`config.mk`:
```
export PLATFORM = sky130hd
export DESIGN_NAME = sgcr_top
export DESIGN_NICKNAME = d
export VERILOG_FILES = /design/src/pkg/sgcr_pkg.sv /design/src/rtl/sgcr_top.sv
export SDC_FILE = /design/constraint.sdc
export NUM_CORES = 1
export LEC_CHECK = 0
export BUFFER_PORTS_ARGS = -buffer_cell sky130_fd_sc_hd__buf_2
export CORE_UTILIZATION = 38
export DETAILED_ROUTE_END_ITERATION = 8
export PLACE_DENSITY = 0.65
export SYNTH_ARGS = -nofsm -noshare
export SYNTH_HDL_FRONTEND = slang
export SYNTH_SLANG_ARGS = --single-unit
```
`constraint.sdc`:
```
create_clock -name core_clk -period 3.3 [get_ports core_clk]
set_input_delay 0.33 -clock core_clk [delete_from_list [all_inputs] [get_ports core_clk]]
set_output_delay 0.33 -clock core_clk [all_outputs]
set_load 0.005 [all_outputs]
```
`src/pkg/sgcr_pkg.sv`:
```
/*
 * Constants for the switch global control register slice: offsets, reset values,
 * field positions and storm window timing.
 * Assumes an 8-bit register port and a 25 MHz core clock.
 */
package sgcr_pkg;
   // ==========================================================
   // Register offsets
   localparam logic [7:0] SGCR_OFS_MII_VID_STORM_HIGH = 8'h06;
   localparam logic [7:0] SGCR_OFS_STORM_RATE_LOW = 8'h07;
   localparam logic [7:0] SGCR_OFS_FACTORY_TEST_A = 8'h08;
   localparam logic [7:0] SGCR_OFS_FACTORY_TEST_B = 8'h09;
   localparam logic [7:0] SGCR_OFS_FACTORY_TEST_C = 8'h0a;
   localparam logic [7:0] SGCR_OFS_LOOPBACK_LED_CONTROL = 8'h0b;

   // ==========================================================
   // Reset values
   localparam logic [7:0] SGCR_RST_MII_VID_STORM_HIGH = 8'h00;
   localparam logic [7:0] SGCR_RST_STORM_RATE_LOW = 8'h63;
   localparam logic [7:0] SGCR_RST_FACTORY_TEST_A = 8'h4e;
   localparam logic [7:0] SGCR_RST_FACTORY_TEST_B = 8'h24;
   localparam logic [7:0] SGCR_RST_FACTORY_TEST_C = 8'h24;
   localparam logic [7:0] SGCR_RST_LOOPBACK_LED_CONTROL = 8'h08;

   // ==========================================================
   // Field positions
   localparam int SGCR_BIT_MII_10M = 4;
   localparam int SGCR_BIT_NULL_VID = 3;
   localparam int SGCR_BIT_STORM_HI_MSB = 2;
   localparam int SGCR_BIT_RESERVED_TOP = 7;
   localparam int SGCR_BIT_CRC_DROP = 5;
   localparam int SGCR_BIT_LB_POS_HI = 3;
   localparam int SGCR_BIT_LB_POS_LO = 2;
   localparam int SGCR_BIT_LED_MODE = 1;

   // ==========================================================
   // Timing
   localparam int SGCR_CLK_HZ = 25_000_000;
   localparam int SGCR_WIN_100_MS = 67;
   localparam int SGCR_WIN_10_MS = 500;
   localparam int SGCR_WIN_100_CYC = (SGCR_CLK_HZ / 1000) * SGCR_WIN_100_MS;
   localparam int SGCR_WIN_10_CYC = (SGCR_CLK_HZ / 1000) * SGCR_WIN_10_MS;
   localparam int SGCR_WIN_W = 24;
   localparam logic [1:0] SGCR_STRAP_SETTLE = 2'h3;
   localparam int SGCR_THR_W = 11;
endpackage

```
`src/rtl/sgcr_top.sv`:
```
/*
 * Global control register slice of a three-port switch: MII speed select,
 * null VLAN ID replacement, broadcast storm threshold and window metering,
 * factory test registers, loop-back error dropping and LED mode select.
 * Assumes a simple strobe register port, straps that settle around reset,
 * one-cycle block/frame pulses from the datapath on core_clk.
 */
module sgcr_top import sgcr_pkg::*; #(
   parameter int NUM_PORTS = 3,
   parameter int WIN_100_CYC = SGCR_WIN_100_CYC,
   parameter int WIN_10_CYC = SGCR_WIN_10_CYC
) (
   input wire logic core_clk,
   input wire logic rst_n,
   input wire logic [7:0] reg_addr,
   input wire logic [7:0] reg_wdata,
   input wire logic reg_wr,
   input wire logic reg_rd,
   output logic [7:0] reg_rdata,
   input wire logic mii_rx_bit1_strap,
   input wire logic led_select_low_strap,
   input wire logic led_select_high_strap,
   output logic mii_10m_mode,
   output logic loopback_position_hi,
   output logic loopback_position_lo,
   output logic led_select_low,
   output logic led_select_high,
   input wire logic [NUM_PORTS-1:0] port_is_10m,
   input wire logic [NUM_PORTS-1:0] storm_enable,
   input wire logic [NUM_PORTS-1:0] bcast_block,
   output logic [NUM_PORTS-1:0] storm_drop,
   input wire logic vid_valid_in,
   input wire logic [11:0] vid_in,
   input wire logic [11:0] port_vid,
   output logic vid_valid_out,
   output logic [11:0] vid_out,
   input wire logic loopback_mode,
   input wire logic frame_done,
   input wire logic frame_is_oam,
   input wire logic frame_crc_err,
   input wire logic frame_undersize,
   input wire logic frame_oversize,
   output logic loop_forward,
   output logic loop_drop
);
   // ==========================================================
   // State
   typedef struct packed {
      logic [7:0] gc4;
      logic [7:0] storm_lo;
      logic [7:0] test_a;
      logic [7:0] test_b;
      logic [7:0] test_c;
      logic [7:0] gc9;
      logic [7:0] rdata;
      logic [1:0] strap_cnt;
      logic strap_done;
      logic led_high;
      logic [2:0] sync0;
      logic [2:0] sync1;
      logic [2:0] sync2;
      logic [NUM_PORTS-1:0][SGCR_WIN_W-1:0] win_cnt;
      logic [NUM_PORTS-1:0][SGCR_THR_W-1:0] blk_cnt;
      logic [NUM_PORTS-1:0] drop;
      logic vid_valid;
      logic [11:0] vid;
      logic lb_fwd;
      logic lb_drop;
   } sgcr_state_s;

   localparam logic [SGCR_WIN_W-1:0] WIN_100_LAST = SGCR_WIN_W'(WIN_100_CYC - 1);
   localparam logic [SGCR_WIN_W-1:0] WIN_10_LAST = SGCR_WIN_W'(WIN_10_CYC - 1);

   sgcr_state_s s_q;
   sgcr_state_s s_d;
   logic [SGCR_THR_W-1:0] threshold;
   logic frame_bad;

   // Upper three bits from the high register, low byte from the next one
   assign threshold = {s_q.gc4[SGCR_BIT_STORM_HI_MSB:0], s_q.storm_lo};
   assign frame_bad = frame_crc_err | frame_undersize | frame_oversize;

   // ==========================================================
   // Next state
   always_comb begin
      s_d = s_q;

      // Straps pass three flops; only the second and third stages are read
      s_d.sync0 = {led_select_high_strap, led_select_low_strap, mii_rx_bit1_strap};
      s_d.sync1 = s_q.sync0;
      s_d.sync2 = s_q.sync1;

      // Register writes
      if (reg_wr) begin
         unique case (reg_addr)
            SGCR_OFS_MII_VID_STORM_HIGH: s_d.gc4 = reg_wdata;
            SGCR_OFS_STORM_RATE_LOW: s_d.storm_lo = reg_wdata;
            SGCR_OFS_FACTORY_TEST_A: s_d.test_a = reg_wdata;
            SGCR_OFS_FACTORY_TEST_B: s_d.test_b = reg_wdata;
            SGCR_OFS_FACTORY_TEST_C: s_d.test_c = reg_wdata;
            // Top bit is reserved and reads zero; position code is stored as written
            SGCR_OFS_LOOPBACK_LED_CONTROL: begin
               s_d.gc9 = reg_wdata;
               s_d.gc9[SGCR_BIT_RESERVED_TOP] = 1'b0;
            end
            default: ;
         endcase
      end

      // Strap capture once the synchroniser has settled after reset release;
      // it overrides a write made in the same cycle, so wait before writing
      if (!s_q.strap_done) begin
         if (s_q.strap_cnt != SGCR_STRAP_SETTLE) begin
            s_d.strap_cnt = s_q.strap_cnt + 2'h1;
         end else if (s_q.sync1 == s_q.sync2) begin
            s_d.strap_done = 1'b1;
            s_d.gc4[SGCR_BIT_MII_10M] = s_q.sync2[0];
            s_d.gc9[SGCR_BIT_LED_MODE] = s_q.sync2[1];
            s_d.led_high = s_q.sync2[2];
         end
      end

      // Read data stands for one cycle after the strobe
      s_d.rdata = 8'h00;
      if (reg_rd) begin
         unique case (reg_addr)
            SGCR_OFS_MII_VID_STORM_HIGH: s_d.rdata = s_q.gc4;
            SGCR_OFS_STORM_RATE_LOW: s_d.rdata = s_q.storm_lo;
            SGCR_OFS_FACTORY_TEST_A: s_d.rdata = s_q.test_a;
            SGCR_OFS_FACTORY_TEST_B: s_d.rdata = s_q.test_b;
            SGCR_OFS_FACTORY_TEST_C: s_d.rdata = s_q.test_c;
            SGCR_OFS_LOOPBACK_LED_CONTROL: s_d.rdata = s_q.gc9;
            default: s_d.rdata = 8'h00;
         endcase
      end

      // Storm metering per port; window length follows the port's speed
      for (int p = 0; p < NUM_PORTS; p++) begin
         if (s_q.win_cnt[p] >= (port_is_10m[p] ? WIN_10_LAST : WIN_100_LAST)) begin
            s_d.win_cnt[p] = '0;
            s_d.blk_cnt[p] = '0;
            s_d.drop[p] = 1'b0;
         end else begin
            s_d.win_cnt[p] = s_q.win_cnt[p] + SGCR_WIN_W'(1);
            // Counter saturates at the threshold, so it never wraps
            if (storm_enable[p] && bcast_block[p] && s_q.blk_cnt[p] < threshold) begin
               s_d.blk_cnt[p] = s_q.blk_cnt[p] + SGCR_THR_W'(1);
            end
            s_d.drop[p] = storm_enable[p] && (s_d.blk_cnt[p] >= threshold);
         end
      end

      // Null VID replacement, one cycle of latency
      s_d.vid_valid = vid_valid_in;
      if (vid_valid_in && s_q.gc4[SGCR_BIT_NULL_VID] && vid_in == 12'h000) begin
         s_d.vid = port_vid;
      end else begin
         s_d.vid = vid_in;
      end

      // Loop-back frame verdict, one pulse per finished frame
      s_d.lb_fwd = 1'b0;
      s_d.lb_drop = 1'b0;
      if (loopback_mode && frame_done) begin
         if (frame_is_oam || (s_q.gc9[SGCR_BIT_CRC_DROP] && frame_bad)) begin
            s_d.lb_drop = 1'b1;
         end else begin
            s_d.lb_fwd = 1'b1;
         end
      end
   end

   // ==========================================================
   // Registers
   always_ff @(posedge core_clk) begin
      if (!rst_n) begin
         s_q <= '0;
         s_q.gc4 <= SGCR_RST_MII_VID_STORM_HIGH;
         s_q.storm_lo <= SGCR_RST_STORM_RATE_LOW;
         s_q.test_a <= SGCR_RST_FACTORY_TEST_A;
         s_q.test_b <= SGCR_RST_FACTORY_TEST_B;
         s_q.test_c <= SGCR_RST_FACTORY_TEST_C;
         s_q.gc9 <= SGCR_RST_LOOPBACK_LED_CONTROL;
      end else begin
         s_q <= s_d;
      end
   end

   // ==========================================================
   // Outputs, all straight from flops
   assign reg_rdata = s_q.rdata;
   assign mii_10m_mode = s_q.gc4[SGCR_BIT_MII_10M];
   assign loopback_position_hi = s_q.gc9[SGCR_BIT_LB_POS_HI];
   assign loopback_position_lo = s_q.gc9[SGCR_BIT_LB_POS_LO];
   assign led_select_low = s_q.gc9[SGCR_BIT_LED_MODE];
   assign led_select_high = s_q.led_high;
   assign storm_drop = s_q.drop;
   assign vid_valid_out = s_q.vid_valid;
   assign vid_out = s_q.vid;
   assign loop_forward = s_q.lb_fwd;
   assign loop_drop = s_q.lb_drop;
endmodule

```
* Word-level counts from Yosys, hierarchy flattened
Index checks and enable logic that the tools add are counted.
** Storage, ports and cells
- Register bits :: 191
- Input port bits :: 63
** Operators by class
- $add $sub $neg :: 7
- Order comparisons :: 9
- Equality and inequality tests :: 8
- Mux-type cells :: 29
- Bitwise gates (word level) :: 5
- Reductions and logical operators :: 28
** Operator list (count)
- adder 24 x 1 -> 24 bit (second input constant) :: 3
- >= comparator 24 bit :: 3
- 2-to-1 mux 24 bit :: 3
- 2-to-1 mux 11 bit :: 6
- one-hot mux 8 bit (6 select lines) :: 1
- 2-to-1 mux 45 bit :: 1
- adder 11 x 1 -> 11 bit (second input constant) :: 3
- >= comparator 11 bit :: 3
- less-than comparator 11 bit :: 3
- == test 8 x 4 -> 1 bit (second input constant) :: 4
- 2-to-1 mux 8 bit :: 4
- AND reduction 2 bit :: 9
- == test 8 x 3 -> 1 bit (second input constant) :: 2
- logical AND 1 bit :: 13
- zero test 12 bit :: 1
- 2-to-1 mux 12 bit :: 1
- 2-to-1 mux 1 bit :: 8
- 2-to-1 mux 7 bit :: 1
- 2-to-1 mux 2 bit :: 3
- OR reduction 2 bit :: 3
- 2-to-1 mux 5 bit :: 1
- == test 3 bit :: 1
- inverter 1 bit :: 3
- AND reduction 3 bit :: 1
- other kinds (4) :: 5

* Logic depth before layout (Yosys ltp)
- Depth after elaboration :: 6
- Depth in mapped cells :: 15
- Depth with buffers taken out :: 14

* Worst setup path after synthesis
Ideal clock, no wire load.
- Kind :: register to register
- From :: register s_q[184] (netlist bit)
- To :: register s_q, in the netlist storm_drop[1]
- Library setup time :: 131 ps
- Data arrival time :: 3016 ps
- Setup slack :: 153 ps
- Cell stages (with the launch flop) :: 15
- Path buffers :: 0
- Period minus slack after synthesis :: 3147 ps
- Cells stage by stage :: dfxtp_1 > inv_1 > ha_1 > a211oi_1 > o22ai_1 > nor3_2 > nand3_1 > or3_1 > nand2_1 > ha_1 > a21o_1 > a21oi_1 > o21ai_0 > a221oi_1 > nor3_4
** On the way
- Longest elaborated chain between the ends :: 6
** Ends and longest elaborated chain
- start: declaration :: RTL line sgcr_top.sv:74 : sgcr_state_s s_q;
- less-than comparator 11 bit :: RTL line sgcr_top.sv:146 : if (storm_enable[p] && bcast_block[p] && s_q.blk_cnt[p] < threshold) begin
- logical AND 1 bit :: RTL line sgcr_top.sv:146
- 2-to-1 mux 11 bit :: RTL line sgcr_top.sv:146
- 2-to-1 mux 11 bit :: RTL line sgcr_top.sv:139 : if (s_q.win_cnt[p] >= (port_is_10m[p] ? WIN_10_LAST : WIN_100_LAST)) begin
- >= comparator 11 bit (*) :: RTL line sgcr_top.sv:149 : s_d.drop[p] = storm_enable[p] && (s_d.blk_cnt[p] >= threshold);
- logical AND 1 bit (*) :: RTL line sgcr_top.sv:149
Every way passes the cells marked *; elsewhere a longest branch is shown, timed or not. The select of a mux whose other input is x is not followed.
A chain may end at the register's enable or synchronous reset.

* Worst setup path after layout
Same ends and word-level chain as after synthesis.

==> results by stage <==
Critical path:
- The kind of launch point of the worst setup path is a register.
- The worst setup path is of the register to register kind.
- At the worst endpoint, the arrival time is 3.40 ns.
- The slowest stage of the critical path is the dfxtp_1 cell.
- The critical path goes through inv_2, ha_1, a211oi_1, o22ai_1, nor3_2, buf_4, nand3_2, or3_1, nand2_1, ha_1, a21o_1, a21oi_1, o21ai_1, a221oi_2, nor3_4.
- The cell repeated most along the worst path is ha_1.
- For the worst setup path, the data required time is 3.62 ns.
- The largest single stage delay on the critical path is 0.34 ns.
- The top fanout value on the critical path is 9.
- The nature of the critical path endpoint is a register.

Pwr:
- The worst-case IR drop observed on VDD is 0.322 mV.
- The register share of total power is 0.484.
- The switching power is 1.40 mW.
- The power per cell area is 430 nW/µm².
- The share of total power in combinational logic is 0.072.
- The leakage power is 4.74 nW.
- The sum of internal, switching and leakage power is 5.00 mW.
- The switching part of the total is 0.280.
- The design internal power is 3.61 mW.
- The share of total power dissipated in the clock network is 0.444.

Route:
- The number of DRC violations after detailed routing is 0.
- The number of vias after detailed routing is 8,206.
- The average wire per standard cell is 14.5 µm.
- The ratio of routed vias to standard cells is 5.20.
- The pre-antenna-repair detailed-routing pass consisted of 6 iterations.
- In this run the remaining antenna-violating nets after routing total 0.
- The detailed router finished its first iteration with 480 violations.
- Wires add up to 22.8 mm.

CTS:
- The sink count of the clock tree is 191.
- CTS built an H-tree with a depth of 4.
- The library cell used as clock root buffer is clkbuf_16.
- In this run, post-CTS hold repair placed 0 buffers.
- The maximum buffer depth of the clock tree is 2.
- The register clock-pin slew on the reported worst setup and hold paths is 0.08 ns.
- TritonCTS built the clock tree.
- The total clock buffers created by CTS is 17.
- The later pin in the worst-skew pair is clocked with a latency of 0.44 ns.

Layout:
- 0 antenna diodes ended up in the layout.
- Of the cells placed in the final design, the portion with a size suffix greater than 1 is 0.161.
- The net count of the finished layout is 1,398.
- The end-of-flow core utilization is 0.446.
- Compared with the post-synthesis result, the final layout area differs by 15.4%.

Synthesis:
- Counting flops and latches in the post-synthesis netlist gives 191.
- The largest area contributor in the synthesized netlist is dfxtp_1.
- The async set or reset register ratio after synthesis is 0.
- The flip-flop cell with the highest count after synthesis is dfxtp_1.
- By count the netlist is led by 191 x dfxtp_1, 119 x nand2_1, 109 x nor2_1.
- The number of synthesized flops with an enable pin is 0.
- For this run, the register share of the synthesized area comes to 0.379.
- Among all cell types in the netlist, the one instantiated most often is dfxtp_1.
- The area share of the largest cell type after synthesis is 0.379.
- Ranked by total cell area, the synthesized netlist is headed by dfxtp_1 38%, ha_1 13%, xnor2_1 4.8%.
- When the netlist entered floorplanning its net count stood at 1,303.
- The synthesis warning total is 0.
- The number of distinct standard cells referenced by the synthesized netlist is 59.
- The synthesized area divided by synthesized cell count is 8.89 µm².
- The cell area that synthesis handed to floorplanning was 10,100 µm².
- The cell count after synthesis is 1,134.

Timing:
- Across the routed clock network, the largest skew measured is 0.0130 ns.
- The worst path needs 3.07 ns of the cycle, external delays included.
- Dividing the final minimum period by the clock period gives 0.931.
- Setup violations remaining at the end of the flow were counted as 0.
- At the pin with the least slew margin, the transition time is 1.06 ns.
- The number of pins exceeding their max-slew limit in the final report is 0.
- The remaining max-slew budget at the tightest pin is 0.295.
- The final hold violation count is 0.
- The fmax is 0.325 GHz.
- On the final layout, the worst hold slack is 0.0721 ns.

Global routing:
- For met1 alone, demand over resource in global routing was 0.226.
- The largest net degree at the start of global routing is 77.
- Summed over all layers, the global routing overflow is 0.
- In the global route stage, overall resource usage came out at 0.172.
- The layer with the highest usage is met2.
- The number of global-route vias before repair is 7,606.
- The first global-routing pass estimated 37.3 mm of wire.
- The number of antenna violations at the first check in global routing is 0.
- For this run, global-route usage on met2 was measured as 0.284.
- For this run, global-route usage on met3 was measured as 0.0339.

Die:
- The number of ports placed on the die boundary is 94.
- The full die area is 27,200 µm².
- The area of the core is 26,100 µm².
- The die is 165 µm tall.
- The standard-cell row count is 59.
- The initial utilization of the core area, before any placement, comes to 0.387.
- The die is 165 µm wide.

Place:
- The routability congestion estimate from global placement is 0.840.
- Buffers placed on the I/O ports in this run total 93.
- The HPWL reported at the end of detailed placement is 16.5 mm.

Hold path:
- In this run the worst hold path is classified as input port to register.

Run:
- Across the run, the number of max-cap violations was 0.

Run status:
- The run finished with clean final reports.
-- flip-flops by register name (all words and copies together) (netlist names), 3 cells and up --
signal      count
reg_rdata       8
s_d             6
s_q           154
storm_drop      3
vid_out        12
-- per-layer routing --
metal / wire, µm / vias up
met3: 855 / 28
li1: - / 4168
met2: 10700 / 159
met5: 0 / -
met4: 351 / 0
met1: 10900 / 3851
-- worst paths after layout --
check / startpoint / end / slack [ns] / depth (start not counted)
worst max-delay path: s_q[184]$_SDFFE_PN0P_ / storm_drop[1]$_SDFF_PP0_ / 0.23 / 15
worst min-delay path: frame_is_oam / loop_forward$_SDFF_PN0_ / 0.07 / 2
worst max register to register: s_q[184]$_SDFFE_PN0P_ / storm_drop[1]$_SDFF_PP0_ / 0.23 / 15
worst min register to register: s_d[127]$_SDFF_PN0_ / s_d[124]$_SDFF_PN0_ / 0.43 / 1
-- cells by family after synthesis --
family,Yosys count,share of synthesized area
and+or+nand+nor,483,0.242
adders and majority gates,106,0.132
muxes,4,0.00435
buffers and inverters,83,0.0428
AOI/OAI and AO/OA,168,0.114
xor gates and xnor gates,99,0.0861
DFF,191,0.379
-- layout make-up --
cell class                      instances  area, µm²
Fill cell                            2530      14400
Multi-Input combinational cell        860       5890
Sequential cell                       191       3830
Timing Repair Buffer                  128        741
Clock buffer                           17        425
Tap cell                              335        419
Clock inverter                         15        214
Inverter                               31        116
-- timing repair --
| action | in CTS | in global routing |
|---|---|---|
| setup endpoints to repair | 0 | 3 |
| gates resized for setup | 0 | 25 |
| buffers inserted | 0 | 5 |
-- metrics by stage --
stage	setup WS [ns]	cells	instance area (µm²)	TNS, ns
6_report	0.227	1577	11600	0
5_1_grt	-0.00109	1577	11600	-0.00109
4_1_cts	0.00395	1572	11500	0
3_5_place_dp	0.0478	1540	10900	0
3_3_place_gp	0.104	1540	10900	0
2_1_floorplan	0.153	1134	10100	0
-- power by group through the flow --
stage	Sequential, mW	Clock [mW]	Combinational [mW]
final	2.42	2.22	0.360
after global placement	2.47	0	0.346
after CTS	2.42	2.29	0.358
after global routing	2.43	2.38	0.412
after detailed placement	2.48	0	0.356
after floorplan	2.47	0	0.238
-- critical path: cells and delay by family, from the launching register on --
family / cells / cell delay, ns
AND/OR/NAND/NOR: 5 / 0.71
buffers and inverters: 2 / 0.26
AO/OA/AOI/OAI: 6 / 1.12
flip-flops: 1 / 0.34
adder cells (fa/ha/maj): 2 / 0.54
-- placed cells by master (no fill, tap or decap), types with 4 or more instances in the layout --
cell type,n
xnor2_1,53
a211oi_1,5
inv_2,5
a21oi_1,43
xor2_1,44
inv_12,6
and3_1,17
a21boi_0,34
nand4_1,40
nor4_1,7
buf_4,34
and2_1,19
dfxtp_1,188
nor3_1,14
o21ai_0,21
or3_1,4
nand3_1,76
clkinv_8,4
o211ai_1,5
nor2_1,107
clkbuf_16,17
nand2_1,119
nor2b_1,49
and4_1,5
o21a_1,8
ha_1,106
o21ai_1,5
a222oi_1,15
inv_1,26
buf_2,93
Power figures use the tool's default switching activity.
